### src/pkg/afecr_pkg.sv
// constants, types and register layout of the analog front end control bank
package afecr_pkg;

	// ---------------------------------------------------------------
	// register addresses
	// ---------------------------------------------------------------
	localparam logic [2:0] AFECR_REG_MODE      = 3'h0;
	localparam logic [2:0] AFECR_REG_CLOCK     = 3'h1;
	localparam logic [2:0] AFECR_REG_POWER     = 3'h2;
	localparam logic [2:0] AFECR_REG_PAIR_ONE  = 3'h3;
	localparam logic [2:0] AFECR_REG_PAIR_TWO  = 3'h4;
	localparam logic [2:0] AFECR_REG_PAIR_THREE = 3'h5;
	localparam logic [2:0] AFECR_REG_INPUT_CFG = 3'h6;
	localparam logic [2:0] AFECR_REG_INVERT    = 3'h7;
	localparam int         AFECR_NUM_REGS      = 8;
	localparam int         AFECR_NUM_CH        = 6;

	// ---------------------------------------------------------------
	// field positions
	// ---------------------------------------------------------------
	localparam int AFECR_MODE_OP_BIT      = 0;
	localparam int AFECR_MODE_MIXED_BIT   = 1;
	localparam int AFECR_MODE_LOOP_BIT    = 3;
	localparam int AFECR_MODE_CASCADE_LSB = 4;
	localparam int AFECR_MODE_SWRST_BIT   = 7;
	localparam int AFECR_CLK_DEC_LSB      = 0;
	localparam int AFECR_CLK_SCLK_LSB     = 2;
	localparam int AFECR_CLK_MCD_LSB      = 4;
	localparam int AFECR_CLK_ECHO_BIT     = 7;
	localparam int AFECR_PWR_GLOBAL_BIT   = 0;
	localparam int AFECR_PWR_REF_BIT      = 5;
	localparam int AFECR_PWR_REF_OUT_BIT  = 6;
	localparam int AFECR_PAIR_HALF        = 4;
	localparam int AFECR_PAIR_PWR_BIT     = 3;
	localparam int AFECR_CFG_MODRST_BIT   = 6;
	localparam int AFECR_CFG_SE_BIT       = 7;
	localparam int AFECR_FLIP_TEST_BIT    = 6;
	localparam int AFECR_FLIP_EN_BIT      = 7;

	// ---------------------------------------------------------------
	// reset values and timing counts
	// ---------------------------------------------------------------
	localparam logic [7:0]  AFECR_REG_RESET_VAL  = 8'h00;
	localparam logic [2:0]  AFECR_RESET_DIV_CLKS = 3'h4;
	localparam logic [2:0]  AFECR_SCLK_MASK_DIV8 = 3'h7;
	localparam logic [2:0]  AFECR_SCLK_MASK_DIV4 = 3'h3;
	localparam logic [2:0]  AFECR_SCLK_MASK_DIV2 = 3'h1;
	localparam logic [2:0]  AFECR_SCLK_MASK_DIV1 = 3'h0;
	localparam logic [10:0] AFECR_DEC_MASK_2048  = 11'h7ff;
	localparam logic [10:0] AFECR_DEC_MASK_1024  = 11'h3ff;
	localparam logic [10:0] AFECR_DEC_MASK_512   = 11'h1ff;
	localparam logic [10:0] AFECR_DEC_MASK_256   = 11'h0ff;

	// ---------------------------------------------------------------
	// types
	// ---------------------------------------------------------------
	typedef enum logic [1:0] {
		AFECR_PROGRAM = 2'h0,
		AFECR_DATA    = 2'h1,
		AFECR_MIXED   = 2'h3
	} afecr_mode_t;

	typedef struct packed {
		logic       wr;
		logic       rd;
		logic [2:0] addr;
		logic [7:0] data;
	} afecr_cword_t;

endpackage : afecr_pkg

### src/verilog/afecr_bank.sv
// eight-register control bank with clock dividers and per-channel controls
`timescale 1ns/1ps
module afecr_bank
	import afecr_pkg::*;
(
	// clock and reset
	input  wire logic                        core_clk,
	input  wire logic                        rst_n,
	// decoded control words
	input  wire afecr_cword_t                cword,
	// readback
	output logic [7:0]                       rd_data,
	output logic                             rd_valid,
	// mode and link settings
	output afecr_mode_t                      op_mode_select,
	output logic [2:0]                       cascade_count,
	output logic                             serial_loopback,
	output logic                             control_echo,
	output logic                             reset_busy,
	// clock enables
	output logic                             divided_master_clock,
	output logic                             serial_clock_tick,
	output logic                             sample_tick,
	// reference and power
	output logic                             reference_power_up,
	output logic                             reference_out_pin,
	output logic [AFECR_NUM_CH-1:0]          adc_power,
	output logic [AFECR_NUM_CH-1:0][2:0]     adc_gain_select,
	// channel input path
	output logic [AFECR_NUM_CH-1:0]          modulator_reset,
	output logic [AFECR_NUM_CH-1:0]          single_ended,
	output logic [AFECR_NUM_CH-1:0]          polarity_flip,
	output logic                             test_mode_enable
);

	// ---------------------------------------------------------------
	// register storage
	// ---------------------------------------------------------------
	logic [7:0]  ctrl_reg [0:AFECR_NUM_REGS-1];
	logic [2:0]  reset_left;
	logic        write_ok;
	logic        sw_reset;
	logic [2:0]  mcd_code;
	logic [2:0]  div_last;
	logic [2:0]  mc_cnt;
	logic [2:0]  sc_cnt;
	logic [2:0]  sclk_mask;
	logic [10:0] dec_cnt;
	logic [10:0] dec_mask;
	logic        any_power;

	// writes are ignored while a reset sequence runs
	assign write_ok = cword.wr && (reset_left == 3'h0);
	assign sw_reset = write_ok && (cword.addr == AFECR_REG_MODE) && cword.data[AFECR_MODE_SWRST_BIT];

	always_ff @(posedge core_clk or negedge rst_n) begin
		if (!rst_n) begin
			for (int i = 0; i < AFECR_NUM_REGS; i++) begin
				ctrl_reg[i] <= AFECR_REG_RESET_VAL;
			end
		end else if (sw_reset) begin
			for (int i = 0; i < AFECR_NUM_REGS; i++) begin
				ctrl_reg[i] <= AFECR_REG_RESET_VAL;
			end
		end else if (write_ok) begin
			ctrl_reg[cword.addr] <= cword.data;
		end
	end

	// ---------------------------------------------------------------
	// reset sequence, four divided clocks long
	// ---------------------------------------------------------------
	always_ff @(posedge core_clk or negedge rst_n) begin
		if (!rst_n) begin
			reset_left <= AFECR_RESET_DIV_CLKS;
			reset_busy <= 1'b1;
		end else if (sw_reset) begin
			reset_left <= AFECR_RESET_DIV_CLKS;
			reset_busy <= 1'b1;
		end else if (divided_master_clock && reset_left != 3'h0) begin
			reset_left <= reset_left - 3'h1;
			reset_busy <= (reset_left != 3'h1);
		end
	end

	// ---------------------------------------------------------------
	// master clock divider
	// ---------------------------------------------------------------
	assign mcd_code = ctrl_reg[AFECR_REG_CLOCK][AFECR_CLK_MCD_LSB +: 3];

	always_comb begin
		case (mcd_code)
			3'h1:    div_last = 3'h1;
			3'h2:    div_last = 3'h2;
			3'h3:    div_last = 3'h3;
			3'h4:    div_last = 3'h4;
			default: div_last = 3'h0;
		endcase
	end

	always_ff @(posedge core_clk or negedge rst_n) begin
		if (!rst_n) begin
			mc_cnt               <= 3'h0;
			divided_master_clock <= 1'b0;
		end else begin
			mc_cnt               <= (mc_cnt >= div_last) ? 3'h0 : mc_cnt + 3'h1;
			divided_master_clock <= (mc_cnt >= div_last);
		end
	end

	// ---------------------------------------------------------------
	// serial clock and sample rate dividers
	// ---------------------------------------------------------------
	always_comb begin
		case (ctrl_reg[AFECR_REG_CLOCK][AFECR_CLK_SCLK_LSB +: 2])
			2'h0:    sclk_mask = AFECR_SCLK_MASK_DIV8;
			2'h1:    sclk_mask = AFECR_SCLK_MASK_DIV4;
			2'h2:    sclk_mask = AFECR_SCLK_MASK_DIV2;
			default: sclk_mask = AFECR_SCLK_MASK_DIV1;
		endcase
	end

	always_comb begin
		case (ctrl_reg[AFECR_REG_CLOCK][AFECR_CLK_DEC_LSB +: 2])
			2'h0:    dec_mask = AFECR_DEC_MASK_2048;
			2'h1:    dec_mask = AFECR_DEC_MASK_1024;
			2'h2:    dec_mask = AFECR_DEC_MASK_512;
			default: dec_mask = AFECR_DEC_MASK_256;
		endcase
	end

	always_ff @(posedge core_clk or negedge rst_n) begin
		if (!rst_n) begin
			sc_cnt            <= 3'h0;
			serial_clock_tick <= 1'b0;
		end else begin
			if (divided_master_clock) begin
				sc_cnt <= sc_cnt + 3'h1;
			end
			serial_clock_tick <= divided_master_clock && ((sc_cnt & sclk_mask) == sclk_mask);
		end
	end

	always_ff @(posedge core_clk or negedge rst_n) begin
		if (!rst_n) begin
			dec_cnt     <= 11'h000;
			sample_tick <= 1'b0;
		end else begin
			if (divided_master_clock) begin
				dec_cnt <= dec_cnt + 11'h001;
			end
			sample_tick <= divided_master_clock && ((dec_cnt & dec_mask) == dec_mask);
		end
	end

	// ---------------------------------------------------------------
	// mode and link settings
	// ---------------------------------------------------------------
	always_ff @(posedge core_clk or negedge rst_n) begin
		if (!rst_n) begin
			op_mode_select  <= AFECR_PROGRAM;
			cascade_count   <= 3'h0;
			serial_loopback <= 1'b0;
			control_echo    <= 1'b0;
		end else begin
			if (ctrl_reg[AFECR_REG_MODE][AFECR_MODE_MIXED_BIT]) begin
				op_mode_select <= AFECR_MIXED;
			end else if (ctrl_reg[AFECR_REG_MODE][AFECR_MODE_OP_BIT]) begin
				op_mode_select <= AFECR_DATA;
			end else begin
				op_mode_select <= AFECR_PROGRAM;
			end
			cascade_count   <= ctrl_reg[AFECR_REG_MODE][AFECR_MODE_CASCADE_LSB +: 3];
			serial_loopback <= ctrl_reg[AFECR_REG_MODE][AFECR_MODE_LOOP_BIT];
			control_echo    <= ctrl_reg[AFECR_REG_CLOCK][AFECR_CLK_ECHO_BIT];
		end
	end

	// ---------------------------------------------------------------
	// readback of the selected register
	// ---------------------------------------------------------------
	always_ff @(posedge core_clk or negedge rst_n) begin
		if (!rst_n) begin
			rd_data  <= 8'h00;
			rd_valid <= 1'b0;
		end else begin
			rd_data  <= cword.rd ? ctrl_reg[cword.addr] : 8'h00;
			rd_valid <= cword.rd;
		end
	end

	// ---------------------------------------------------------------
	// reference control
	// ---------------------------------------------------------------
	always_comb begin
		any_power = ctrl_reg[AFECR_REG_POWER][AFECR_PWR_GLOBAL_BIT];
		for (int i = 0; i < AFECR_NUM_CH; i++) begin
			any_power = any_power | ctrl_reg[AFECR_REG_PAIR_ONE + i / 2][(i % 2) * AFECR_PAIR_HALF + AFECR_PAIR_PWR_BIT];
		end
	end

	always_ff @(posedge core_clk or negedge rst_n) begin
		if (!rst_n) begin
			reference_power_up <= 1'b0;
			reference_out_pin  <= 1'b0;
			test_mode_enable   <= 1'b0;
		end else begin
			reference_power_up <= ctrl_reg[AFECR_REG_POWER][AFECR_PWR_REF_BIT] | any_power;
			reference_out_pin  <= ctrl_reg[AFECR_REG_POWER][AFECR_PWR_REF_OUT_BIT];
			test_mode_enable   <= ctrl_reg[AFECR_REG_INVERT][AFECR_FLIP_TEST_BIT];
		end
	end

	// ---------------------------------------------------------------
	// per-channel controls
	// ---------------------------------------------------------------
	for (genvar ch = 0; ch < AFECR_NUM_CH; ch++) begin : g_ch
		localparam int PAIR = AFECR_REG_PAIR_ONE + ch / 2;
		localparam int LSB  = (ch % 2) * AFECR_PAIR_HALF;
		always_ff @(posedge core_clk or negedge rst_n) begin
			if (!rst_n) begin
				adc_power[ch]       <= 1'b0;
				adc_gain_select[ch] <= 3'h0;
				modulator_reset[ch] <= 1'b0;
				single_ended[ch]    <= 1'b0;
				polarity_flip[ch]   <= 1'b0;
			end else begin
				adc_power[ch]       <= ctrl_reg[PAIR][LSB + AFECR_PAIR_PWR_BIT]
					| ctrl_reg[AFECR_REG_POWER][AFECR_PWR_GLOBAL_BIT];
				adc_gain_select[ch] <= ctrl_reg[PAIR][LSB +: 3];
				modulator_reset[ch] <= ctrl_reg[AFECR_REG_INPUT_CFG][AFECR_CFG_MODRST_BIT]
					& ctrl_reg[AFECR_REG_INPUT_CFG][ch];
				single_ended[ch]    <= ctrl_reg[AFECR_REG_INPUT_CFG][AFECR_CFG_SE_BIT]
					& ctrl_reg[AFECR_REG_INPUT_CFG][ch];
				polarity_flip[ch]   <= ctrl_reg[AFECR_REG_INVERT][AFECR_FLIP_EN_BIT]
					& ctrl_reg[AFECR_REG_INVERT][ch];
			end
		end

	end
endmodule : afecr_bank
### config.mk
export PLATFORM = sky130hd
export DESIGN_NAME = afecr_bank
export DESIGN_NICKNAME = d
export VERILOG_FILES = /design/src/pkg/afecr_pkg.sv /design/src/verilog/afecr_bank.sv
export SDC_FILE = /design/constraint.sdc
export NUM_CORES = 1
export LEC_CHECK = 0
export ABC_CLOCK_PERIOD_IN_PS = 2800
export BUFFER_PORTS_ARGS = -buffer_cell sky130_fd_sc_hd__buf_2
export CAP_MARGIN = 20
export CORE_ASPECT_RATIO = 0.9
export CORE_MARGIN = 10
export CORE_UTILIZATION = 40
export CTS_BUF_LIST = sky130_fd_sc_hd__clkbuf_8
export CTS_CLUSTER_DIAMETER = 150
export DETAILED_ROUTE_END_ITERATION = 8
export MAX_ROUTING_LAYER = met4
export PLACE_DENSITY = 0.66
export SKIP_LAST_GASP = 1
export SLEW_MARGIN = 20
export SYNTH_ARGS = -nofsm -noshare
export SYNTH_HDL_FRONTEND = slang
export SYNTH_SLANG_ARGS = --single-unit
### constraint.sdc
create_clock -name core_clk -period 2.8 [get_ports core_clk]
set_input_delay 0.42 -clock core_clk [delete_from_list [all_inputs] [get_ports core_clk]]
set_output_delay 0.42 -clock core_clk [all_outputs]
set_load 0.02 [all_outputs]
Word-level counts from Yosys, hierarchy flattened. Index checks and enable logic that the tools add are counted.

Register bits after elaboration: 149. Input bits: 15. Output and inout port bits: 65. Word-level logic and storage cells: 139.

Add/sub/neg operators: 4. Magnitude comparators: 3. Equal/unequal tests: 11. Muxes and demuxes: 19. Bitwise logic cells: 33. Reductions and logical operators: 14.

Operators by type and width (count): two-way mux 64 bit (2); bitwise mux 64 bit (1); one-hot mux 11 bit (3 select lines) (1); two-way mux 8 bit (4); binary-select mux 8 bit (select 3 bit) (1); demux 8 bit (select 3 bit) (1); bitwise AND 1 bit (18); OR 1 bit (12); one-hot mux 3 bit (4 select lines) (1); adder 11 x 1 -> 11 bit (second input constant) (1); bitwise AND 11 bit (1); == test 11 bit (1); two-way mux 3 bit (3); one-hot mux 3 bit (3 select lines) (1); logical AND 1 bit (7); adder 3 x 1 -> 3 bit (second input constant) (2); == test 3 x 2 -> 1 bit (second input constant) (2); logical NOT 3 bit (2); == test 2 x 1 -> 1 bit (second input constant) (2); == test 2 bit (second input constant) (2); greater-or-equal comparator 4 bit (second input constant) (1); logical NOT 2 bit (2); less-than comparator 4 x 1 -> 1 bit (second input constant) (1); inverter 3 -> 4 bit (1); 11 further kinds (14).

Depth between registers and ports, before layout.
Depth after elaboration: 8. Depth in mapped cells: 7. Depth with buffers taken out: 5.

Worst setup path after synthesis. Ideal clock, no wire load.

Path kind: register to register. Start: register reset_left[0]. End: register ctrl_reg[0] (netlist name). Library setup time: 0.124 ns. Arrival: 1.671 ns. Path slack: 1.005 ns. Cell stages (with the launch flop): 8. Path buffers: 2. Period minus slack after synthesis: 1.795 ns. Cells stage by stage: dfrtp_1 -> inv_1 -> ha_1 -> clkbuf_1 -> nand2b_1 -> nor3_4 -> buf_6 -> a21oi_2.

Longest elaborated chain between the ends: 5. Elaborated cells on any way between the ends: 6.

Ends and longest elaborated chain: from (decl) (RTL line afecr_bank.sv:40) `logic [2:0] reset_left;`; from (signal assigned) (RTL line afecr_bank.sv:81) `reset_left <= reset_left - 3'h1;`; logical NOT 3 bit * (RTL line afecr_bank.sv:53) `assign write_ok = cword.wr && (reset_left == 3'h0);`; logical AND 1 bit * (RTL line afecr_bank.sv:53); logical AND 1 bit (2 in series) (RTL line afecr_bank.sv:54) `assign sw_reset = write_ok && (cword.addr == AFECR_REG_MODE) && cword.data[AFECR_MODE_SWRST_BIT];`; two-way mux 64 bit or nonzero test 2 bit (tied branches); to (signal, indexed assignment) (RTL line afecr_bank.sv:66) `ctrl_reg[cword.addr] <= cword.data;`; to (decl) (RTL line afecr_bank.sv:39) `logic [7:0] ctrl_reg [0:AFECR_NUM_REGS-1];`.

Every way passes the cells marked *; elsewhere a longest branch is shown, timed or not. A chain may end at the register's enable or synchronous reset.

Final worst setup path.
Start: register reset_left[0]. End: register ctrl_reg[7] (netlist name).

Same word-level chain as after synthesis.

==> summary.txt <==
Logic synthesis
  • Netlist cell types: 50
  • Area leader, netlist: dfrtp_1
  • Top FF cell, synth: dfrtp_1
  • Post-synth EDFFs: 0
  • Top cell type's share of synthesized area: between 50% and 60%
  • Mean post-synth cell area: 11.1 sq um
  • Seq/Total Area, Yosys: 57.8%
  • Synthesized flop and latch total: about 150
  • Cells after synthesis: 580
  • Synth top area cells: dfrtp_1 57%, o21ai_0 5.7%, nand3_1 4.5%
  • Synthesized cell area: ~6500 sq um
  • Ys Warns: 0
  • Post-synth ARST share: 100%
  • Mapped Nets: ~600

Setup path
  • Slowest cell delay on critical path: about 430 ps
  • Critical Path AT: about 2600 ps
  • Max FO, Critical Path: 30
  • Worst Setup Start Kind: register
  • Crit-path cells: inv_1 > ha_1 > nand2b_1 > nor3_4 > buf_4 > o32ai_1
  • Req. time, crit path: about 3100 ps
  • CP max-delay cell: buf_4
  • CP Capture Type: register
  • Worst setup path category: reg2reg

Placement
  • IO Port Bufs: about 80
  • GP Congestion: 0.909
  • Hpwl dp: between 10 and 15 mm
  • Dpl cell area: roughly 7000 sq um

STA
  • Fmax: roughly 440 MHz
  • Fin. Hold Viols: 0
  • Post-layout minimum cycle time: 2260 ps
  • Rel. slew slack: 49.9%
  • Max-slew violation count: 0
  • Worst slew pin tran: 751 ps
  • RSZ-0062 raised after global routing: no
  • Total negative slack: 0 ps
  • Final period utilization: 80.6%
  • Setup violators final: 0
  • Worst Skew: approximately 12 ps

Global route
  • Met3 usage: under 10%
  • GRT Overall Usage: between 10% and 20%
  • Antenna violations before repair: 0
  • Largest net degree at the start of global routing: 83
  • Met1 global-route usage: between 20 and 25%
  • Global-route wire length before repair: roughly 28 mm
  • GRT overflow: 0
  • Number of global-route vias before repair: 4971
  • Grt peak-use layer: met2
  • GRT met2 Usage: between 20% and 30%

CTS
  • # Post-CTS Setup Buffers: 0
  • Worst skew pair latency: 460 ps
  • CTS buffer count: 17
  • Number of H-tree levels: 4
  • CTS root buf: clkbuf_8
  • # resized after CTS: 0
  • Worst-path clk slew: 80 ps
  • # clock sinks: between 100 and 150
  • Max clock buf depth: 2
  • CTS Hold Bufs: 0
  • CTS tree: done

Power
  • Leakage: 3.45 nW
  • VDD IR max: around 430 uV
  • Pwr/cell area: 947 nW/um^2
  • Total power: ~0.007 W

Floorplan
  • Area of the core: about 16000 sq um
  • Total die area: between 20000 and 25000 sq um
  • I/O Pins: 80
  • Initial core utilization: 41.4%
  • Row count: 43
  • Die width: between 150 and 200 microns
  • Die H: ~140 microns

Outcome
  • Status: complete, no violations

Detailed routing
  • Final ANT Viol Nets: 0
  • DR iter-0 viols: 417
  • Residual DRC: 0
  • Routed vias: about 4900
  • Vias per cell: 5.68
  • Routed WL per cell: between 20 and 25 microns
  • DRT Pass-1 Iters: 6
  • Total wire length: approximately 18 mm

Run
  • Max-cap check violation count: 0

Final layout
  • Area growth, synth to finish: 15.2%
  • Proportion of layout cells with a drive suffix above 1: between 20% and 30%
  • NumNets Final: 670
  • Diodes inserted: 0
  • Final Cell Area: between 7000 and 8000 sq um
  • Max reg flops: 64

Hold path
  • Hold Crit Class: in2async
## cell families (layout without fill, tap and decap cells)
family | Yosys count | in the layout | synth area share (%)
multiplexers | 26 | 26 | 5.25
buffers and inverters | 58 | 136 | 4.09
flip-flops | 149 | 149 | 57.8
AO/OA/AOI/OAI | 160 | 160 | 14.7
XOR/XNOR | 13 | 13 | 1.76
AND/OR/NAND/NOR | 165 | 165 | 14.7
adder cells (fa/ha/maj) | 9 | 9 | 1.74
## layout make-up
cell class	count	area, sq um
fillers	1486	8170
inverters	12	45.0
well taps	202	253
multi-input cells	373	2460
clock buffers	19	262
clock inverters	12	164
repair buffers	93	519
flip-flops and latches	149	3730
## power breakdown
part / internal (W) / switching [W]
Sequential: 0.00280 / 0.000542
Clock: 0.000999 / 0.000780
Combinational: 0.000793 / 0.00113
Total: 0.00459 / 0.00245
## per-stage QoR
step	worst slack, ps	hold slack (ps)	std cells	utilization (%)
after floorplan	1000	124	580	-
after global placement	666	396	829	44.9
after detailed placement	602	397	829	44.9
after CTS	610	17.0	860	47.6
after global routing	356	46.9	860	47.6
final	545	2.50	860	47.6
## cell usage in the layout (no fill, tap or decap), types with 3 or more instances in the layout
cell / count
a211oi_1: 5
a21oi_1: 43
a21oi_2: 20
and2_1: 19
buf_2: 78
buf_4: 13
bufinv_16: 4
clkbuf_8: 19
dfrtp_1: 147
ha_1: 9
inv_1: 16
mux2_2: 3
mux2i_1: 17
mux4_2: 6
nand2_1: 24
nand2b_1: 7
nand3_1: 58
nand3b_1: 4
nand4_1: 3
nor2_1: 8
nor2b_1: 4
nor3_1: 6
o21ai_0: 73
o31ai_1: 4
o32ai_1: 6
or2_2: 7
or3b_2: 4
xnor2_1: 6
xor2_1: 7
## cells in the mapped netlist, types with 5 or more instances
library cell,number
dfrtp_1,147
o21ai_0,73
nand3_1,58
a21oi_1,43
clkbuf_1,31
nand2_1,24
a21oi_2,20
and2_1,19
mux2i_1,17
inv_1,12
ha_1,9
nor2_1,8
buf_2,7
nand2b_1,7
or2_2,7
xor2_1,7
mux4_2,6
nor3_1,6
o32ai_1,6
xnor2_1,6
a211oi_1,5
buf_6,5
## worst paths after layout
check                           cells after the start                   to  slack [ps]     startpoint
worst max-delay path                                6          ctrl_reg[7]         540  reset_left[0]
worst min-delay path                                1  adc_gain_select[16]           3          rst_n
worst max register to register                      6          ctrl_reg[7]         540  reset_left[0]
worst min register to register                      0  adc_gain_select[15]         410   ctrl_reg[20]
max in group asynchronous                           2   adc_gain_select[8]        2000          rst_n
min in group core_clk                               1             rd_valid         180      cword[11]
## metal layers
layer	routed length [microns]	vias up
met5	0	-
met4	335	0
met3	1490	31
met2	8100	236
met1	7720	2426
li1	-	2196
## worst max-delay path, delay by kind of cell, from the launching register on
family / cells / cell delay, ps
simple gates: 2 / 650
buf+inv: 2 / 540
flops: 1 / 400
fa+ha+maj: 1 / 360
compound gates: 1 / 140
No activity file was read; power rests on OpenSTA's default activity.
